$ cat config.mk
export PLATFORM = sky130hd
export DESIGN_NAME = spms_port
export DESIGN_NICKNAME = d
export VERILOG_FILES = /design/src/pkg/spms_pkg.sv /design/src/design/spms_port.sv /design/src/design/spms_sync.sv /design/src/design/spms_rate.sv
export SDC_FILE = /design/constraint.sdc
export NUM_CORES = 1
export LEC_CHECK = 0
export ABC_AREA = 1
export BUFFER_PORTS_ARGS = -buffer_cell sky130_fd_sc_hd__buf_4
export CAP_MARGIN = 20
export CELL_PAD_IN_SITES_DETAIL_PLACEMENT = 0
export CELL_PAD_IN_SITES_GLOBAL_PLACEMENT = 1
export CORE_UTILIZATION = 35
export DETAILED_ROUTE_END_ITERATION = 10
export MAX_ROUTING_LAYER = met4
export PLACE_DENSITY_LB_ADDON = 0.1
export SLEW_MARGIN = 30
export SYNTH_ARGS = -nofsm -noshare
export SYNTH_HDL_FRONTEND = slang
export SYNTH_HIERARCHICAL = 1
export SYNTH_SLANG_ARGS = --single-unit
$ cat constraint.sdc
create_clock -name clock -period 3.2 [get_ports clock]
set_clock_uncertainty 0.1 [all_clocks]
set_input_delay 0.32 -clock clock [delete_from_list [all_inputs] [get_ports clock]]
set_output_delay 0.32 -clock clock [all_outputs]
set_load 0.005 [all_outputs]
$ cat src/pkg/spms_pkg.sv
// Constants and types for the serial master/slave port.
// Assumes a single 100 MHz system clock domain.
package spms_pkg;
	localparam int unsigned SPMS_CLK_HZ = 100_000_000;
	localparam int unsigned SPMS_BITS = 8;
	// Serial clock rate range in Hz
	localparam int unsigned SPMS_SCK_MIN_HZ = 46_900;
	localparam int unsigned SPMS_SCK_MAX_HZ = 12_000_000;
	// Half-period divider counts: shortest rounds up, longest rounds down
	localparam int unsigned SPMS_HALF_MIN = (SPMS_CLK_HZ + 2 * SPMS_SCK_MAX_HZ - 1) / (2 * SPMS_SCK_MAX_HZ);
	localparam int unsigned SPMS_HALF_MAX = SPMS_CLK_HZ / (2 * SPMS_SCK_MIN_HZ);
	localparam int unsigned SPMS_DIV_W = 11;
	localparam logic [SPMS_DIV_W-1:0] SPMS_DIV_RESET = SPMS_DIV_W'(SPMS_HALF_MAX);
	localparam logic [2:0] SPMS_RATE_RESET = 3'h7;
	localparam logic [1:0] SPMS_MODE_RESET = 2'h0;
	localparam logic [3:0] SPMS_CNT_RESET = 4'h0;
	localparam logic [7:0] SPMS_BYTE_RESET = 8'h00;

	typedef enum logic [2:0] {
		SPMS_IDLE = 3'b001,
		SPMS_LEAD = 3'b010,
		SPMS_TRAIL = 3'b100
	} spms_state_t;

	// Rate select to half-period count: 8 rates, from fastest up to slowest
	function automatic logic [SPMS_DIV_W-1:0] spms_half(input logic [2:0] sel);
		logic [SPMS_DIV_W-1:0] h;
		h = SPMS_DIV_W'(SPMS_HALF_MIN) << sel;
		if (sel == 3'h7 || h > SPMS_DIV_W'(SPMS_HALF_MAX)) begin
			h = SPMS_DIV_W'(SPMS_HALF_MAX);
		end
		return h;
	endfunction
endpackage

$ cat src/design/spms_port.sv
// Serial master/slave byte port with loose control and status bits.
// Assumes slave-side pins are asynchronous and sampled by the system clock.
module spms_port import spms_pkg::*; (
	input wire logic clock,
	input wire logic rst_n,
	// Configuration
	input wire logic cfg_master,
	input wire logic [2:0] cfg_rate,
	input wire logic [1:0] cfg_mode,
	input wire logic cfg_lsb_first,
	input wire logic cfg_irq_on_done,
	// Control: enable, start pulse, tx write pulse, done clear pulse
	input wire logic ctl_enable,
	input wire logic ctl_start,
	input wire logic ctl_tx_write,
	input wire logic ctl_done_clear,
	input wire logic [7:0] tx_data,
	// Status: done, busy, tx empty, overrun
	output logic sts_done,
	output logic sts_busy,
	output logic sts_tx_empty,
	output logic sts_overrun,
	output logic [7:0] rx_data,
	output logic irq,
	// Pins
	output logic sck_out,
	output logic sck_oe,
	input wire logic sck_in,
	output logic mosi_out,
	output logic mosi_oe,
	input wire logic mosi_in,
	output logic miso_out,
	output logic miso_oe,
	input wire logic miso_in,
	input wire logic ss_n_in
);
	//----------------------------------------
	// Pin synchronisers
	//----------------------------------------
	logic sck_s, mosi_s, miso_s, ss_n_s;
	spms_sync #(.INIT(1'b0)) u_sync_sck (.clock(clock), .rst_n(rst_n), .async_in(sck_in), .sync_out(sck_s));
	spms_sync #(.INIT(1'b0)) u_sync_mosi (.clock(clock), .rst_n(rst_n), .async_in(mosi_in), .sync_out(mosi_s));
	spms_sync #(.INIT(1'b0)) u_sync_miso (.clock(clock), .rst_n(rst_n), .async_in(miso_in), .sync_out(miso_s));
	spms_sync #(.INIT(1'b1)) u_sync_ss (.clock(clock), .rst_n(rst_n), .async_in(ss_n_in), .sync_out(ss_n_s));

	logic cpol, cpha;
	// Bit 0 polarity, bit 1 phase: modes 0 and 1 queue at select
	assign cpol = cfg_mode[0];
	assign cpha = cfg_mode[1];

	//----------------------------------------
	// Edge detection on slave-side pins
	//----------------------------------------
	logic sck_d, ss_n_d;
	always_ff @(posedge clock) begin
		if (!rst_n) begin
			sck_d <= 1'b0;
			ss_n_d <= 1'b1;
		end else begin
			sck_d <= sck_s;
			ss_n_d <= ss_n_s;
		end
	end
	logic slv_sel, ss_fall, s_rise, s_fall, s_lead, s_trail;
	assign slv_sel = !cfg_master && ctl_enable && !ss_n_s;
	assign ss_fall = ss_n_d && !ss_n_s;
	assign s_rise = !sck_d && sck_s;
	assign s_fall = sck_d && !sck_s;
	assign s_lead = slv_sel && (cpol ? s_fall : s_rise);
	assign s_trail = slv_sel && (cpol ? s_rise : s_fall);

	//----------------------------------------
	// Master clock generator
	//----------------------------------------
	spms_state_t state;
	logic tick;
	logic [3:0] m_edges;
	spms_rate u_rate (.clock(clock), .rst_n(rst_n), .clear(state == SPMS_IDLE), .rate_sel(cfg_rate), .tick(tick));

	logic tx_full;
	logic [7:0] tx_hold;
	logic m_go;
	assign m_go = cfg_master && ctl_enable && (ctl_start || tx_full) && state == SPMS_IDLE;

	always_ff @(posedge clock) begin
		if (!rst_n || !cfg_master || !ctl_enable) begin
			state <= SPMS_IDLE;
		end else begin
			case (state)
				SPMS_IDLE: begin
					if (m_go) begin
						state <= SPMS_LEAD;
					end
				end
				SPMS_LEAD: begin
					if (tick) begin
						state <= SPMS_TRAIL;
					end
				end
				SPMS_TRAIL: begin
					if (tick) begin
						state <= (m_edges == 4'(SPMS_BITS - 1)) ? SPMS_IDLE : SPMS_LEAD;
					end
				end
				default: state <= SPMS_IDLE;
			endcase
		end
	end

	logic m_lead, m_trail;
	assign m_lead = state == SPMS_LEAD && tick;
	assign m_trail = state == SPMS_TRAIL && tick;

	always_ff @(posedge clock) begin
		if (!rst_n || state == SPMS_IDLE) begin
			m_edges <= SPMS_CNT_RESET;
		end else if (m_trail) begin
			m_edges <= m_edges + 4'h1;
		end
	end

	// Serial clock toggles each half-period, idles at polarity
	always_ff @(posedge clock) begin
		if (!rst_n) begin
			sck_out <= 1'b0;
		end else if (state == SPMS_IDLE) begin
			sck_out <= cpol;
		end else if (tick) begin
			sck_out <= !sck_out;
		end
	end
	assign sck_oe = cfg_master && ctl_enable;
	// No slave-select output exists in master role.

	//----------------------------------------
	// Shift register shared by both roles
	//----------------------------------------
	logic lead, trail, launch, capture, load_now;
	logic [7:0] shreg;
	logic [3:0] bits_in;
	logic in_bit, out_bit;
	assign lead = cfg_master ? m_lead : s_lead;
	assign trail = cfg_master ? m_trail : s_trail;
	// Phase 0 captures on leading, launches on trailing.
	assign capture = cpha ? trail : lead;
	assign launch = cpha ? lead : trail;
	assign in_bit = cfg_master ? miso_s : mosi_s;
	assign out_bit = cfg_lsb_first ? shreg[0] : shreg[7];
	// Byte loaded at master start, or at select fall in slave role
	assign load_now = m_go || (!cfg_master && ctl_enable && ss_fall);

	always_ff @(posedge clock) begin
		if (!rst_n) begin
			shreg <= SPMS_BYTE_RESET;
		end else if (load_now) begin
			shreg <= tx_full ? tx_hold : 8'hff;
		end else if (capture) begin
			shreg <= cfg_lsb_first ? {in_bit, shreg[7:1]} : {shreg[6:0], in_bit};
		end
	end

	// Output bit register: queued at load in phase 0, else launched
	logic dout;
	always_ff @(posedge clock) begin
		if (!rst_n) begin
			dout <= 1'b1;
		end else if (load_now && !cpha) begin
			dout <= tx_full ? (cfg_lsb_first ? tx_hold[0] : tx_hold[7]) : 1'b1;
		end else if (launch && bits_in != 4'h0 && bits_in != 4'(SPMS_BITS)) begin
			dout <= out_bit;
		end else if (launch && cpha && bits_in == 4'h0) begin
			dout <= out_bit;
		end
	end
	assign mosi_out = dout;
	assign mosi_oe = cfg_master && ctl_enable;
	assign miso_out = dout;
	assign miso_oe = slv_sel;

	// Bits captured in the current byte
	logic byte_done;
	assign byte_done = capture && bits_in == 4'(SPMS_BITS - 1);
	always_ff @(posedge clock) begin
		if (!rst_n || load_now || (!cfg_master && ss_n_s)) begin
			bits_in <= SPMS_CNT_RESET;
		end else if (byte_done) begin
			bits_in <= SPMS_CNT_RESET;
		end else if (capture) begin
			bits_in <= bits_in + 4'h1;
		end
	end

	//----------------------------------------
	// Transmit holding and receive data
	//----------------------------------------
	always_ff @(posedge clock) begin
		if (!rst_n) begin
			tx_full <= 1'b0;
			tx_hold <= SPMS_BYTE_RESET;
		end else if (ctl_tx_write) begin
			tx_full <= 1'b1;
			tx_hold <= tx_data;
		end else if (load_now) begin
			tx_full <= 1'b0;
		end
	end
	assign sts_tx_empty = !tx_full;

	logic [7:0] rx_next;
	assign rx_next = cfg_lsb_first ? {in_bit, shreg[7:1]} : {shreg[6:0], in_bit};
	always_ff @(posedge clock) begin
		if (!rst_n) begin
			rx_data <= SPMS_BYTE_RESET;
		end else if (byte_done) begin
			rx_data <= rx_next;
		end
	end

	//----------------------------------------
	// Status bits, set wins over clear
	//----------------------------------------
	always_ff @(posedge clock) begin
		if (!rst_n) begin
			sts_done <= 1'b0;
		end else if (byte_done) begin
			sts_done <= 1'b1;
		end else if (ctl_done_clear) begin
			sts_done <= 1'b0;
		end
	end
	// Overrun only flags a slave byte arriving with done still set
	always_ff @(posedge clock) begin
		if (!rst_n) begin
			sts_overrun <= 1'b0;
		end else if (byte_done && sts_done && !cfg_master) begin
			sts_overrun <= 1'b1;
		end else if (ctl_done_clear) begin
			sts_overrun <= 1'b0;
		end
	end
	assign sts_busy = cfg_master ? state != SPMS_IDLE : slv_sel;
	// Interrupt source: done or tx empty
	assign irq = ctl_enable && (cfg_irq_on_done ? sts_done : !tx_full);

	//----------------------------------------
	// Assertions
	//----------------------------------------
	property p_eight_clocks;
		@(posedge clock) disable iff (!rst_n) m_trail && m_edges == 4'h7 |=> state == SPMS_IDLE;
	endproperty
	a_eight_clocks: assert property (p_eight_clocks) else $error("master byte not eight clocks");
	property p_done_set;
		@(posedge clock) disable iff (!rst_n) byte_done |=> sts_done;
	endproperty
	a_done_set: assert property (p_done_set) else $error("done not set after byte");
	property p_idle_pol;
		@(posedge clock) disable iff (!rst_n) cfg_master && $past(state) == SPMS_IDLE && state == SPMS_IDLE
			|-> sck_out == $past(cpol);
	endproperty
	a_idle_pol: assert property (p_idle_pol) else $error("idle clock wrong polarity");
	property p_slave_quiet;
		@(posedge clock) disable iff (!rst_n) !cfg_master && ss_n_s |-> !miso_oe && !capture;
	endproperty
	a_slave_quiet: assert property (p_slave_quiet) else $error("slave active while deselected");
	property p_slave_no_clock;
		@(posedge clock) disable iff (!rst_n) !cfg_master |-> !sck_oe && !mosi_oe && state == SPMS_IDLE;
	endproperty
	a_slave_no_clock: assert property (p_slave_no_clock) else $error("slave drove clock");
	property p_edges_split;
		@(posedge clock) disable iff (!rst_n) !(launch && capture);
	endproperty
	a_edges_split: assert property (p_edges_split) else $error("launch and capture coincide");
	property p_rx_update;
		@(posedge clock) disable iff (!rst_n) byte_done |=> rx_data == $past(rx_next);
	endproperty
	a_rx_update: assert property (p_rx_update) else $error("receive byte not stored");
	property p_start_busy;
		@(posedge clock) disable iff (!rst_n) m_go |=> sts_busy [*2];
	endproperty
	a_start_busy: assert property (p_start_busy) else $error("master start not busy");
	property p_filler;
		@(posedge clock) disable iff (!rst_n) load_now && !tx_full |=> shreg == 8'hff;
	endproperty
	a_filler: assert property (p_filler) else $error("filler byte not loaded");

	c_master_byte: cover property (@(posedge clock) disable iff (!rst_n) cfg_master && byte_done);
	c_slave_byte: cover property (@(posedge clock) disable iff (!rst_n) !cfg_master && byte_done);
	c_overrun: cover property (@(posedge clock) disable iff (!rst_n) $rose(sts_overrun));
endmodule // spms_port

$ cat src/design/spms_sync.sv
// Two-stage synchroniser for one level from outside the clock domain.
// Assumes the output is read only after the second stage.
module spms_sync import spms_pkg::*; #(
	parameter logic INIT = 1'b0
) (
	input wire logic clock,
	input wire logic rst_n,
	input wire logic async_in,
	output logic sync_out
);
	logic stage;

	always_ff @(posedge clock) begin
		if (!rst_n) begin
			stage <= INIT;
			sync_out <= INIT;
		end else begin
			stage <= async_in;
			sync_out <= stage;
		end
	end
endmodule // spms_sync

$ cat src/design/spms_rate.sv
// Serial clock half-period enable divider for master role.
// Assumes clear is held while no transfer is active.
module spms_rate import spms_pkg::*; (
	input wire logic clock,
	input wire logic rst_n,
	input wire logic clear,
	input wire logic [2:0] rate_sel,
	output logic tick
);
	logic [SPMS_DIV_W-1:0] count;

	always_ff @(posedge clock) begin
		if (!rst_n || clear) begin
			count <= SPMS_DIV_W'(1);
			tick <= 1'b0;
		end else if (count >= spms_half(rate_sel)) begin
			count <= SPMS_DIV_W'(1);
			tick <= 1'b1;
		end else begin
			count <= count + SPMS_DIV_W'(1);
			tick <= 1'b0;
		end
	end
endmodule // spms_rate

==> results summary, run 1 <==
The fraction of layout instances using a drive strength above 1 is 0.152. The arrival time of data at the critical path endpoint came out at 1460 ps. The worst slew margin relative to its limit is 0.694. Compared with the post-synthesis result, the final layout area differs by 17.2%. For the pin with the worst max-slew slack, the measured transition is approximately 460 ps.

The number of remaining DRC errors came out at 0. The min-delay analysis places its worst path in the category primary input to flop. The number of nets in the synthesized netlist is 521. Buffers added to address setup during post-CTS repair amount to 0. Across the VDD grid, the largest voltage drop is around 0.18 mV. The number of synthesized flops with an enable pin came out at 0.

The half-perimeter wire length after placement is approximately 5600 µm. The total instance count after detailed placement came out at between 600 and 700. The tool flagged a number of max-cap violations equal to 0. The endpoint identified for the worst register-to-register timing path is shreg[0].

After clock tree synthesis, the flow added hold-fix buffers numbering 0. Setup violations remaining at the end of the flow were counted as 0. During placement, the flow inserted port buffers numbering 44. The CTS buffer count is 9. The number of cells on the worst reg-to-reg path is 8. The top-level port count came out at 45. Setup repair after global routing left no endpoint under its margin. The number of vias per cell after detailed routing came out at 4.49. The share of Yosys cell area claimed by the top area cell type came out at 0.368. Routability-driven placement finished with a final weighted congestion of between 0.7 and 0.8. TritonCTS built the clock tree. The final number of hold-violating endpoints came to 0. The wire length reported by the detailed router is 7560 µm. The netlist area before placement is about 0.0034 mm². Of all flip-flops after synthesis, the portion carrying an async set or reset was 0. The signal on the critical path passes through clkinv_1 > o21ai_0 > a21oi_1 > buf_4.

The post-cts sizing count is 0. The leakage component of the power is around 1.9 nW. The period utilization is 0.586.

The number of library cell types mapped by synthesis is 38. The overall die width came out at between 100 and 150 µm. Of all nets on the critical path, the largest fanout is 10. The number of nets with antenna violations after detailed routing came out at 0. The required time reported for the critical path endpoint is 2780 ps. On the worst path, the slowest cell contributes a delay of a little under 400 ps.

The die covers roughly 0.01 mm². Setup slack on the worst reg-to-reg path comes out at roughly 1400 ps. Clock tree synthesis selected as its root buffer the cell sky130_fd_sc_hd__clkbuf_8. The number of violations reported at the end of detailed-routing iteration 0 came out at 82. At the end of the flow the core is filled with cells to 0.425.

The power density relative to cell area is roughly 430 mW/mm². The clock slew seen by the registers of the worst setup and hold paths is 80 ps. Averaged over all synthesized cells, the footprint is 7.00 µm². The count of nets after finishing came out at 561. The library cell used most frequently in the layout, excluding fill and tap cells, is sky130_fd_sc_hd__nand2_1. The number of standard cells in the layout, taps in and fillers out is between 600 and 700. The beginning of the worst hold path is sck_in. The worst setup path is launched from a flop. The final-layout setup total negative slack came out at 0 ps. The total count of max-transition violations in the final report came out at 0. The average routed wire per standard cell is 11.5 µm. Entering global routing, the biggest net connects 32 pins. For this configuration, the core starts out at a cell density of 0.363.

The most used flip-flop cell after synthesis is sky130_fd_sc_hd__dfxtp_1. For this run the aggregate overflow at the end of global routing stands at 0. The largest total area in the synthesized netlist belongs to sky130_fd_sc_hd__dfxtp_1. STA classifies the critical path endpoint as a primary output. The maximum level of the CTS H-tree came out at 3.

The total power draw is around 1.7 mW. The cell count after synthesis came out at approximately 480. The maximum clock frequency is approximately 530 MHz. The time the final worst path needs with I/O delays and setup is approximately 1900 ps. The number of antenna violations at the first check in global routing is 0. For the worst-skew pair, the clock arrives at the later sink with an insertion delay of around 350 ps. The startpoint identified for the worst register-to-register timing path is state[0]. For this block, the via count after detailed routing is about 2900. The proportion of synthesized chip area in sequential cells is 0.368. Across every metal layer, demand over resource in global routing totals 0.168. The final antenna diode count is 0. After synthesis the netlist holds a flip-flop and latch count of 62. The wire length of the first global-routing pass is between 10000 and 15000 µm.

On the critical path, the stage with the largest delay is an instance of sky130_fd_sc_hd__dfxtp_1. The length of the first detailed-routing pass in iterations came out at 4. In the layout the commonest cells are sky130_fd_sc_hd__nand2_1, sky130_fd_sc_hd__nor2_1, sky130_fd_sc_hd__inv_1. Ranked by total cell area, the synthesized netlist is headed by sky130_fd_sc_hd__dfxtp_1, sky130_fd_sc_hd__nand2_1, sky130_fd_sc_hd__nor2_1, sky130_fd_sc_hd__inv_1, sky130_fd_sc_hd__ha_1.

The via count of the first global-routing pass is about 2800. The floorplan step defined a core boundary enclosing about 0.0093 mm². The die is around 100 µm tall. The number of sinks handled by clock tree synthesis came out at 62. The setup path with the least slack is of type flop to primary output.

The yosys synthesis warning count is 6. The flow ran to the end, and the final reports show no timing, DRC or antenna violations. The clock passes through at most 2 buffers. The worst hold path passes through 3 cells. For hold timing, the worst endpoint is u_sync_sck/stage.

The initialized floorplan defines 35 standard-cell rows.
[critical path: cells and delay by family, from the launching register on]
family	cells	cell delay, ps
AO/OA/AOI/OAI	2	300
buffers and inverters	2	430
flip-flops	1	390
[sequential cells by signal (all words and copies together) (netlist names), 3 cells and up]
signal / count
bits_in: 4
m_edges: 4
rx_data: 8
shreg: 8
state: 3
tx_hold: 8
u_rate/count: 11
[power by group]
part	switching, mW	internal (mW)	leakage (nW)
sequential	0.0182	0.798	0.506
clock	0.322	0.354	0.0948
combinational	0.121	0.0797	1.32
total	0.461	1.23	1.92
[cells by family (layout without fill, tap and decap cells)]
group,Yosys count,count (layout),share of synthesized area
simple gates,239,239,0.326
buf+inv,89,134,0.113
flops,62,62,0.368
compound gates,59,59,0.0921
fa+ha+maj,14,14,0.0520
xor+xnor,14,14,0.0364
mux,4,4,0.0119
[final cells by class]
| cell class | instances | area, µm² |
|---|---|---|
| Multi-Input combinational cell | 330 | 1750 |
| Sequential cell | 62 | 1240 |
| Clock buffer | 9 | 124 |
| Clock inverter | 7 | 65.1 |
| Tap cell | 129 | 161 |
| Timing Repair Buffer | 44 | 330 |
| Inverter | 74 | 280 |
| Fill cell | 1018 | 5340 |
[cell usage after synthesis (3+ instances only)]
library cell / count
sky130_fd_sc_hd__nand3_4: 4
sky130_fd_sc_hd__nor3_1: 3
sky130_fd_sc_hd__nand4_1: 12
sky130_fd_sc_hd__xor2_1: 11
sky130_fd_sc_hd__nand2_1: 103
sky130_fd_sc_hd__nand2_4: 3
sky130_fd_sc_hd__nand2_2: 3
sky130_fd_sc_hd__clkbuf_1: 3
sky130_fd_sc_hd__buf_2: 3
sky130_fd_sc_hd__ha_1: 14
sky130_fd_sc_hd__xnor2_1: 3
sky130_fd_sc_hd__buf_6: 3
sky130_fd_sc_hd__buf_4: 5
sky130_fd_sc_hd__o21ai_0: 20
sky130_fd_sc_hd__nor2_1: 81
sky130_fd_sc_hd__o21ai_1: 9
sky130_fd_sc_hd__a21oi_1: 24
sky130_fd_sc_hd__nand3_1: 21
sky130_fd_sc_hd__dfxtp_1: 62
sky130_fd_sc_hd__mux2i_1: 4
sky130_fd_sc_hd__inv_1: 70
[stage by stage]
| stage | setup WS, ps | hold WS [ps] | area [µm²] |
|---|---|---|---|
| 3_5_place_dp | 1140 | 285 | 3760 |
| 6_report | 1320 | 49.1 | 3950 |
| 3_3_place_gp | 1160 | 306 | 3760 |
| 5_1_grt | 1150 | 48.0 | 3950 |
| 4_1_cts | 1290 | 36.6 | 3950 |
| 2_1_floorplan | 1430 | 280 | 3370 |
[metal layers]
layer / global-route usage / vias to the layer above / part of all wire
met1: 0.204 / 1303 / 0.49
met4: 0.0524 / 0 / 0.011
met2: 0.273 / 43 / 0.46
met3: 0.0439 / 7 / 0.042
li1: - / 1588 / -
met5: - / - / 0
[how the worst max path moves through the flow]
| stage | startpoint | end | slack, ps | depth (start not counted) |
|---|---|---|---|---|
| 3_5_place_dp | cfg_rate[1] | u_rate/count[2] | 1140 | 11 |
| 2_1_floorplan | cfg_rate[1] | u_rate/count[10] | 1430 | 10 |
| 5_1_grt | tx_full | irq | 1150 | 4 |
| 3_3_place_gp | cfg_rate[1] | u_rate/count[2] | 1160 | 11 |
| 6_report | tx_full | irq | 1320 | 4 |
| 4_1_cts | tx_full | irq | 1290 | 4 |
No activity file was read; power rests on OpenSTA's default activity.
==> run 2, diff against run 1 <==
clock period = 1.8 ns   (was 3.2 ns; I/O delays follow)
==> run 2 against run 1 <==
  * Design area is 8.2% higher
  * Clock power is 110% higher
  * Critical path depth is 4 higher
  * Setup slack worse by 1200 ps
  * Worst hold slack worse by 12 ps
  * Power is 95% higher
  * Final cell count is 4.6% higher
  * Sequential share of layout area is 2.3 points lower
  * Routed wire length is 3.0% higher
  * Largest cell class unchanged
==> results summary, run 2 (synthesis results as in run 1) <==
The required time reported for the critical path endpoint is 1970 ps (was 2780 ps). The largest register by flop count is u_rate/count (unchanged). The area overhead of the layout relative to synthesis came out at 26.8% (was 17.2%). The launching instance or port of the critical path is u_rate/count[10] (was tx_full).

The power density relative to cell area is 774 mW/mm² (was 429 mW/mm²). The number of standard-cell rows in the floorplan is 35 (unchanged). The number of flip-flops in the largest register came out at 11 (unchanged). The number of vias per cell after detailed routing is 4.44 (was 4.49).

The area of the multi-input gates is 0.00176 mm² (was 0.00175 mm²). The global route total overflow is 0 (unchanged). The maximum clock frequency is between 500 and 600 MHz. The number of remaining DRC errors is 0 (unchanged).

The via count of the first global-routing pass was 2902 (was 2797). The beginning of the worst hold path was ctl_tx_write (was sck_in). The deepest clock path buffer count came out at 2 (unchanged). Most frequent cells in the layout: sky130_fd_sc_hd__nand2_1, sky130_fd_sc_hd__nor2_1, sky130_fd_sc_hd__inv_1 (unchanged).

The clock network power share came to 0.439 (was 0.399). The leakage component of the power came to 2.09 nW (was 1.92 nW). The count of cells along the worst hold path is 3 (unchanged). The internal power component came out at 2.49 mW (was 1.23 mW). The maximum level of the CTS H-tree is 3 (unchanged). The starting utilization of the core area is 0.363 (unchanged). The period utilization came out at 0.928. RSZ-0062 raised after global routing: no (unchanged). The wire length reported by the detailed router is 7790 µm (was 7560 µm). The slack of the worst reg-to-reg path came to 130 ps (was 1390 ps). The largest fanout on the critical path is 10 (unchanged). The floorplan die area came out at 0.0100 mm² (unchanged). The total count of max-transition violations in the final report came out at 0 (unchanged).

Status: finished, final reports clean (unchanged). The clock latency at the later pin of the worst-skew pair is 340 ps (was 350 ps). The top-level port count came out at 45 (unchanged). The total of fill cells in the finished design came to 1002 (was 1018). The global-route usage over all layers came to 0.176 (was 0.168). The actual slew at the worst max-slew pin is 430 ps (was 458 ps). The kind of path behind the tightest hold check is primary input to flop (unchanged). The arrival time of data at the critical path endpoint is 1840 ps (was 1460 ps). The final-layout setup total negative slack came out at 0 ps (unchanged). The standard cell core area is 0.00928 mm² (unchanged).

The sequential group share of total power is 0.439 (was 0.482). The count of max-cap constraint violations is 0 (unchanged). The average routed wire per standard cell came out at 11.4 µm (was 11.5 µm). The reg-to-reg critical path startpoint is u_rate/count[10] (was state[0]). The end-of-flow core utilization came to 0.460 (was 0.425).

The critical path start-end classification is flop to flop (was flop to primary output). The final number of hold-violating endpoints came out at 0 (unchanged). The clock slew seen by the registers of the worst setup and hold paths came to 70 ps (was 80 ps). The kind of start point of the critical path was a flop (unchanged).

The final-report setup violation count is 0 (unchanged). The proportion of power drawn by combinational gates is 0.122 (was 0.119). The total of buffers placed on input and output ports came out at 44 (unchanged). The clock tree from TritonCTS is done (unchanged). The number of violations reported at the end of detailed-routing iteration 0 is 72 (was 82). The switching power of the nets is 815 µW (was 461 µW).

The number of antenna violations at the first check in global routing came out at 0 (unchanged). The CTS buffer count is 9 (unchanged). The number of nets with antenna violations after detailed routing is 0 (unchanged). The worst flop-to-flop path endpoint is u_rate/count[1] (was shreg[0]).

The switching part of the total power is 0.246 (was 0.273). The hold-critical path endpoint is tx_full (was u_sync_sck/stage). The type of destination of the critical path is a flop (was primary output). The worst slew margin relative to its limit came out at 0.713 (was 0.694).

The count of nets after finishing was 591 (was 561). The length of the first detailed-routing pass in iterations was 4 (unchanged). The half-perimeter wire length after placement is 5810 µm (was 5620 µm). The fraction of layout instances using a drive strength above 1 is 0.176 (was 0.152). The overall die width was 100 µm (unchanged).

The die height is 100 µm (unchanged). The largest net degree at the start of global routing came out at 19 (was 32). The most common cell after layout, fill and taps aside is sky130_fd_sc_hd__nand2_1 (unchanged). The number of sinks handled by clock tree synthesis is 62 (unchanged). The final antenna diode count came out at 0 (unchanged). The number of cell instances on the worst register-to-register path is 8 (unchanged). The register area is 0.00124 mm² (about the same).

The worst supply voltage drop on vdd is 0.438 mV (was 0.184 mV). The overall via count from detail_route came out at 3041 (was 2941). The global placement routability congestion came out at 0.798 (was 0.792). The time the final worst path needs with I/O delays and setup is 1670 ps. The wire length of the first global-routing pass is 13400 µm (was 12800 µm). The clock tree root buffer cell was sky130_fd_sc_hd__clkbuf_8 (unchanged).
==> run 2: cell count changes in the layout (fill, tap and decap cells not counted), moves of 3 or more <==
cell                            before  now
sky130_fd_sc_hd__clkbuf_8            9   12
sky130_fd_sc_hd__buf_4              44   60
sky130_fd_sc_hd__dlygate4sd3_1       0   14
sky130_fd_sc_hd__clkinv_2            4    1
==> run 2: final cells by class <==
class	instances	area share
clock buffer	13	0.0396
clock inverter	3	0.0152
inverter	74	0.0665
multi-input combinational	330	0.412
sequential	62	0.291
tap	129	0.0378
timing repair buffer	74	0.138
==> run 2: power groups by stage <==
stage               clock, mW  combinational (mW)  sequential [mW]
floorplan                   0               0.247             1.47
global placement            0               0.375             1.48
detailed placement          0               0.378             1.48
CTS                      1.49               0.403             1.45
global route             1.56               0.461             1.46
finish                   1.45               0.404             1.45
==> run 2: worst max path at each step <==
stage                       end  depth (start not counted)  slack [ps]
4_1_cts                     irq                          4           8
5_1_grt         u_rate/count[1]                          8          10
3_5_place_dp   u_rate/count[10]                         11        -120
3_3_place_gp    u_rate/count[1]                         11         -90
2_1_floorplan  u_rate/count[10]                         10         170
6_report        u_rate/count[1]                          8         130
==> run 2: per-layer routing <==
metal	vias up	GRT usage	wire length [µm]
met4	0	0.0468	80
li1	1649	-	-
met2	45	0.289	3730
met1	1340	0.212	3700
met3	7	0.0487	280
met5	-	-	0
==> run 2: worst max-delay path, stage by stage, from the launching register on <==
cell and delay [ps]:
sky130_fd_sc_hd__dfxtp_1 350, sky130_fd_sc_hd__ha_1 350, sky130_fd_sc_hd__inv_1 70, sky130_fd_sc_hd__nor2_1 30
sky130_fd_sc_hd__a21oi_1 160, sky130_fd_sc_hd__nand2_1 110, sky130_fd_sc_hd__nor2_4 130, sky130_fd_sc_hd__nand3_4 150
sky130_fd_sc_hd__nor2_1 150
==> run 2: timing repair <==
| item | in CTS | in global routing |
|---|---|---|
| endpoints found under the hold margin | 14 | 0 |
| hold buffers | 14 | 0 |
| setup buffers | 0 | 1 |
| endpoints found under the setup margin | 0 | 5 |
| resized for setup | 0 | 5 |
==> run 2: through the flow <==
stage	cells	power, mW	hold WS, ps	area [µm²]	setup slack [ps]
5_1_grt	685	3.47	44.3	4270	9.75
4_1_cts	684	3.35	24.8	4250	7.89
3_3_place_gp	654	1.86	255	3870	-93.8
2_1_floorplan	481	1.72	149	3370	169
3_5_place_dp	654	1.86	253	3870	-124
6_report	685	3.31	37.1	4270	129
==> run 3, diff against run 2 <==
ABC_AREA = not set   (was 1)
CORE_MARGIN = 2   (was not set)
SKIP_CTS_REPAIR_TIMING = 1   (was not set)
==> run 3 against run 2 <==
  * The run now ends with negative hold slack, negative setup slack left
  * Sequential share of layout area decreased by 1.2 points
  * Design area up 5.3%
  * Worst hold slack lost 43 ps
  * Combinational power fell by 2%
  * Setup slack lost 250 ps
  * Critical path depth decreased by 2
  * Non-clock buffer count rose by 31
  * Final cell count down 19%
  * Sequential power about the same
  * Core utilization rose by 5.6 points
  * Via count decreased by 9.0%
==> results summary, run 3 <==
Status: finished, violations left (was finished, final reports clean). The checks that failed: negative hold slack, negative setup slack. The async set or reset register ratio after synthesis is 0 (unchanged). The floorplan die area came out at 0.00979 mm² (was 0.0100 mm²). The clock tree from TritonCTS is done (unchanged).

The switching power of the nets is 774 µW (was 815 µW). The largest net degree at the start of global routing is 29 (was 19). Most frequent cells in the layout: sky130_fd_sc_hd__buf_4, sky130_fd_sc_hd__dfxtp_1, sky130_fd_sc_hd__nand2_1 (was sky130_fd_sc_hd__nand2_1, sky130_fd_sc_hd__nor2_1, sky130_fd_sc_hd__inv_1).

The total of buffers placed on input and output ports is 44 (unchanged). The type of destination of the critical path is a flop (unchanged). The number of standard-cell rows in the floorplan came out at 34 (was 35). The wire length of the first global-routing pass is 11900 µm (was 13400 µm).

The average instance area after synthesis came to 9.12 µm² (was 7.00 µm²). The worst supply voltage drop on vdd came out at 0.371 mV (was 0.438 mV). The clock tree root buffer cell is sky130_fd_sc_hd__clkbuf_8 (unchanged). The deepest clock path buffer count is 2 (unchanged).

The setup slack after placement came to -330 ps (was -124 ps). The proportion of synthesized chip area in sequential cells came to 0.393 (was 0.368). The length of the first detailed-routing pass in iterations is 4 (unchanged). The cell taking the most area after synthesis is sky130_fd_sc_hd__dfxtp_1 (unchanged).

The arrival time of data at the critical path endpoint is 2030 ps (was 1840 ps). The placed standard-cell area came out at 0.00388 mm² (was 0.00387 mm²). The starting utilization of the core area came out at 0.362 (was 0.363). The number of standard cells in the layout, taps in and fillers out came out at 555 (was 685).

The global route total overflow came out at 0 (unchanged). The final-layout worst hold slack is -5.44 ps (was 37.1 ps). The most common flop cell mapped by yosys is sky130_fd_sc_hd__dfxtp_1 (unchanged). The required time reported for the critical path endpoint is 1910 ps (was 1970 ps).

The number of nets with antenna violations after detailed routing is 0 (unchanged). The switching part of the total power is 0.267 (was 0.246). The proportion of power drawn by combinational gates came out at 0.137 (was 0.122).

Top cells by count, synth: sky130_fd_sc_hd__dfxtp_1, sky130_fd_sc_hd__nand2_1, sky130_fd_sc_hd__mux2i_1 (was sky130_fd_sc_hd__nand2_1, sky130_fd_sc_hd__nor2_1, sky130_fd_sc_hd__inv_1). The clock network power share is 0.367 (was 0.439). The standard cell core area is 0.00872 mm² (was 0.00928 mm²). The sequential group share of total power was 0.497 (was 0.439). The fraction of layout instances using a drive strength above 1 came out at 0.367 (was 0.176).

The actual slew at the worst max-slew pin is 398 ps (was 430 ps). The maximum clock frequency is 520 MHz (was 598 MHz). The period utilization came out at 1.07 (was 0.928).

The largest fanout on the critical path came out at 3 (was 10). The overall die width is 98.9 µm (was 100 µm). The cell count after synthesis was 346 (was 481). RSZ-0062 raised after global routing: yes (was no).

The half-perimeter wire length after placement is 5510 µm (was 5810 µm). The most common cell after layout, fill and taps aside is sky130_fd_sc_hd__buf_4 (was sky130_fd_sc_hd__nand2_1). The share of Yosys cell area claimed by the top area cell type came out at 0.393 (was 0.368). Leading post-synthesis cells by cell area: sky130_fd_sc_hd__dfxtp_1, sky130_fd_sc_hd__mux2i_1, sky130_fd_sc_hd__ha_1, sky130_fd_sc_hd__nand2_1, sky130_fd_sc_hd__o21ai_0 (was sky130_fd_sc_hd__dfxtp_1, sky130_fd_sc_hd__nand2_1, sky130_fd_sc_hd__nor2_1, sky130_fd_sc_hd__inv_1, sky130_fd_sc_hd__ha_1). The power density relative to cell area is 643 mW/mm² (was 774 mW/mm²). The global placement routability congestion came out at 0.774 (was 0.798). The top-level port count is 45 (unchanged). The number of antenna violations at the first check in global routing was 0 (unchanged). The total instance count after detailed placement is 521 (was 654). The most frequent cell after synthesis is sky130_fd_sc_hd__dfxtp_1 (was sky130_fd_sc_hd__nand2_1). The netlist area before placement is 0.00315 mm² (was 0.00337 mm²). The final number of hold-violating endpoints came out at 1 (was 0). The slack of the worst reg-to-reg path came to -120 ps (was 130 ps). The end-of-flow core utilization is 0.516 (was 0.460). The time the final worst path needs with I/O delays and setup came out at 1920 ps (was 1670 ps). The worst slew margin relative to its limit is 0.734 (was 0.713). The die height was 98.9 µm (was 100 µm). The number of library cell types mapped by synthesis came out at 58 (was 38). The number of sinks handled by clock tree synthesis came out at 62 (unchanged). The yosys synthesis warning count is 6 (unchanged). The leakage component of the power is 1.85 nW (was 2.09 nW).

The final-report setup violation count came to 11 (was 0). The number of vias per cell after detailed routing is 4.99 (was 4.44). The CTS buffer count is 9 (unchanged). The number of flip-flops and latches in the synthesized netlist came out at 62 (unchanged).

The via count of the first global-routing pass is 2476 (was 2902). The clock slew seen by the registers of the worst setup and hold paths came out at 70 ps (about the same). The total count of max-transition violations in the final report came out at 0 (unchanged).

The number of violations reported at the end of detailed-routing iteration 0 was 74 (was 72). The kind of start point of the critical path was a flop (unchanged). The largest register by flop count is u_rate/count (unchanged).

The average routed wire per standard cell came out at 13.9 µm (was 11.4 µm). The clock latency at the later pin of the worst-skew pair came to 340 ps (about the same). The internal power component is 2.12 mW (was 2.49 mW).

The number of remaining DRC errors is 0 (unchanged). The total of fill cells in the finished design is 844 (was 1002). The net count of the mapped netlist is 386 (was 521). The count of max-cap constraint violations was 0 (unchanged). The area overhead of the layout relative to synthesis came out at 42.6% (was 26.8%).

The worst setup margin came out at -123 ps (was 129 ps). The final antenna diode count was 0 (unchanged). The final-layout setup total negative slack came out at -451 ps (was 0 ps). The finished layout cell area was 0.00450 mm² (was 0.00427 mm²). The count of nets after finishing is 482 (was 591). The number of flip-flops in the largest register is 11 (unchanged). The maximum level of the CTS H-tree came out at 3 (unchanged). The number of synthesized flops with an enable pin came to 0 (unchanged). The critical path start-end classification is flop to flop (unchanged).

The wire length reported by the detailed router is 7710 µm (was 7790 µm). The global-route usage over all layers was 0.159 (was 0.176). The kind of path behind the tightest hold check was primary input to flop (unchanged).

The overall via count from detail_route is 2767 (was 3041).
[run 3: cell count changes after synthesis, sizes merged, moves of 11 or more]
cell	before	now
nand3	27	12
nor2	83	11
mux2i	4	27
nand2	109	35
inv	73	12
nor2b	0	11
[run 3: worst paths after layout]
kind / startpoint / endpoint / cells past startpoint
max: u_rate/count[8] / u_rate/count[0] / 6
max reg2reg: u_rate/count[8] / u_rate/count[0] / 6
min: tx_data[3] / tx_hold[3] / 3
min reg2reg: u_sync_ss/stage / u_sync_ss/sync_out / 1
[run 3: power groups by stage]
stage / Clock, mW / Sequential [mW] / Combinational (mW)
6_report: 1.06 / 1.44 / 0.396
5_1_grt: 1.18 / 1.44 / 0.436
4_1_cts: 1.10 / 1.44 / 0.341
3_5_place_dp: 0 / 1.47 / 0.339
3_3_place_gp: 0 / 1.47 / 0.336
2_1_floorplan: 0 / 1.46 / 0.211
[run 3: stage by stage]
step | hold slack, ps | total power [mW]
floorplan | 153 | 1.68
global placement | 287 | 1.81
detailed placement | 286 | 1.81
CTS | -77.5 | 2.88
global route | 0.0626 | 3.06
finish | -5.44 | 2.89
[run 3: logic make-up after synthesis]
family,share of synthesized area
flops,0.393
fa+ha+maj,0.0555
compound gates,0.124
buf+inv,0.0508
mux,0.111
xor+xnor,0.0389
simple gates,0.227
[run 3: layout make-up]
type                    instances  area [µm²]  area share
inverters                      12        45.0      0.0100
clock buffers                  10         128      0.0284
flip-flops and latches         62        1260       0.279
clock inverters                 6        38.8     0.00862
repair buffers                105         871       0.194
well taps                     108         135      0.0300
multi-input cells             252        2020       0.450
[run 3: layer usage]
layer  vias to the layer above  part of all wire  wire length, µm  GRT usage
li1                       1415                 -                -          -
met1                      1287              0.49             3800      0.215
met2                        60              0.44             3400      0.234
met3                         5             0.055              427     0.0383
met4                         0            0.0095               73     0.0506
met5                         -                 0                0          -
[run 3: worst max-delay path: stages, from the launching register on]
cell and delay, ps:
sky130_fd_sc_hd__dfxtp_4 360, sky130_fd_sc_hd__ha_4 210, sky130_fd_sc_hd__a211o_1 300, sky130_fd_sc_hd__a21oi_2 150, sky130_fd_sc_hd__o31ai_2 70, sky130_fd_sc_hd__buf_4 150, sky130_fd_sc_hd__or4_1 460
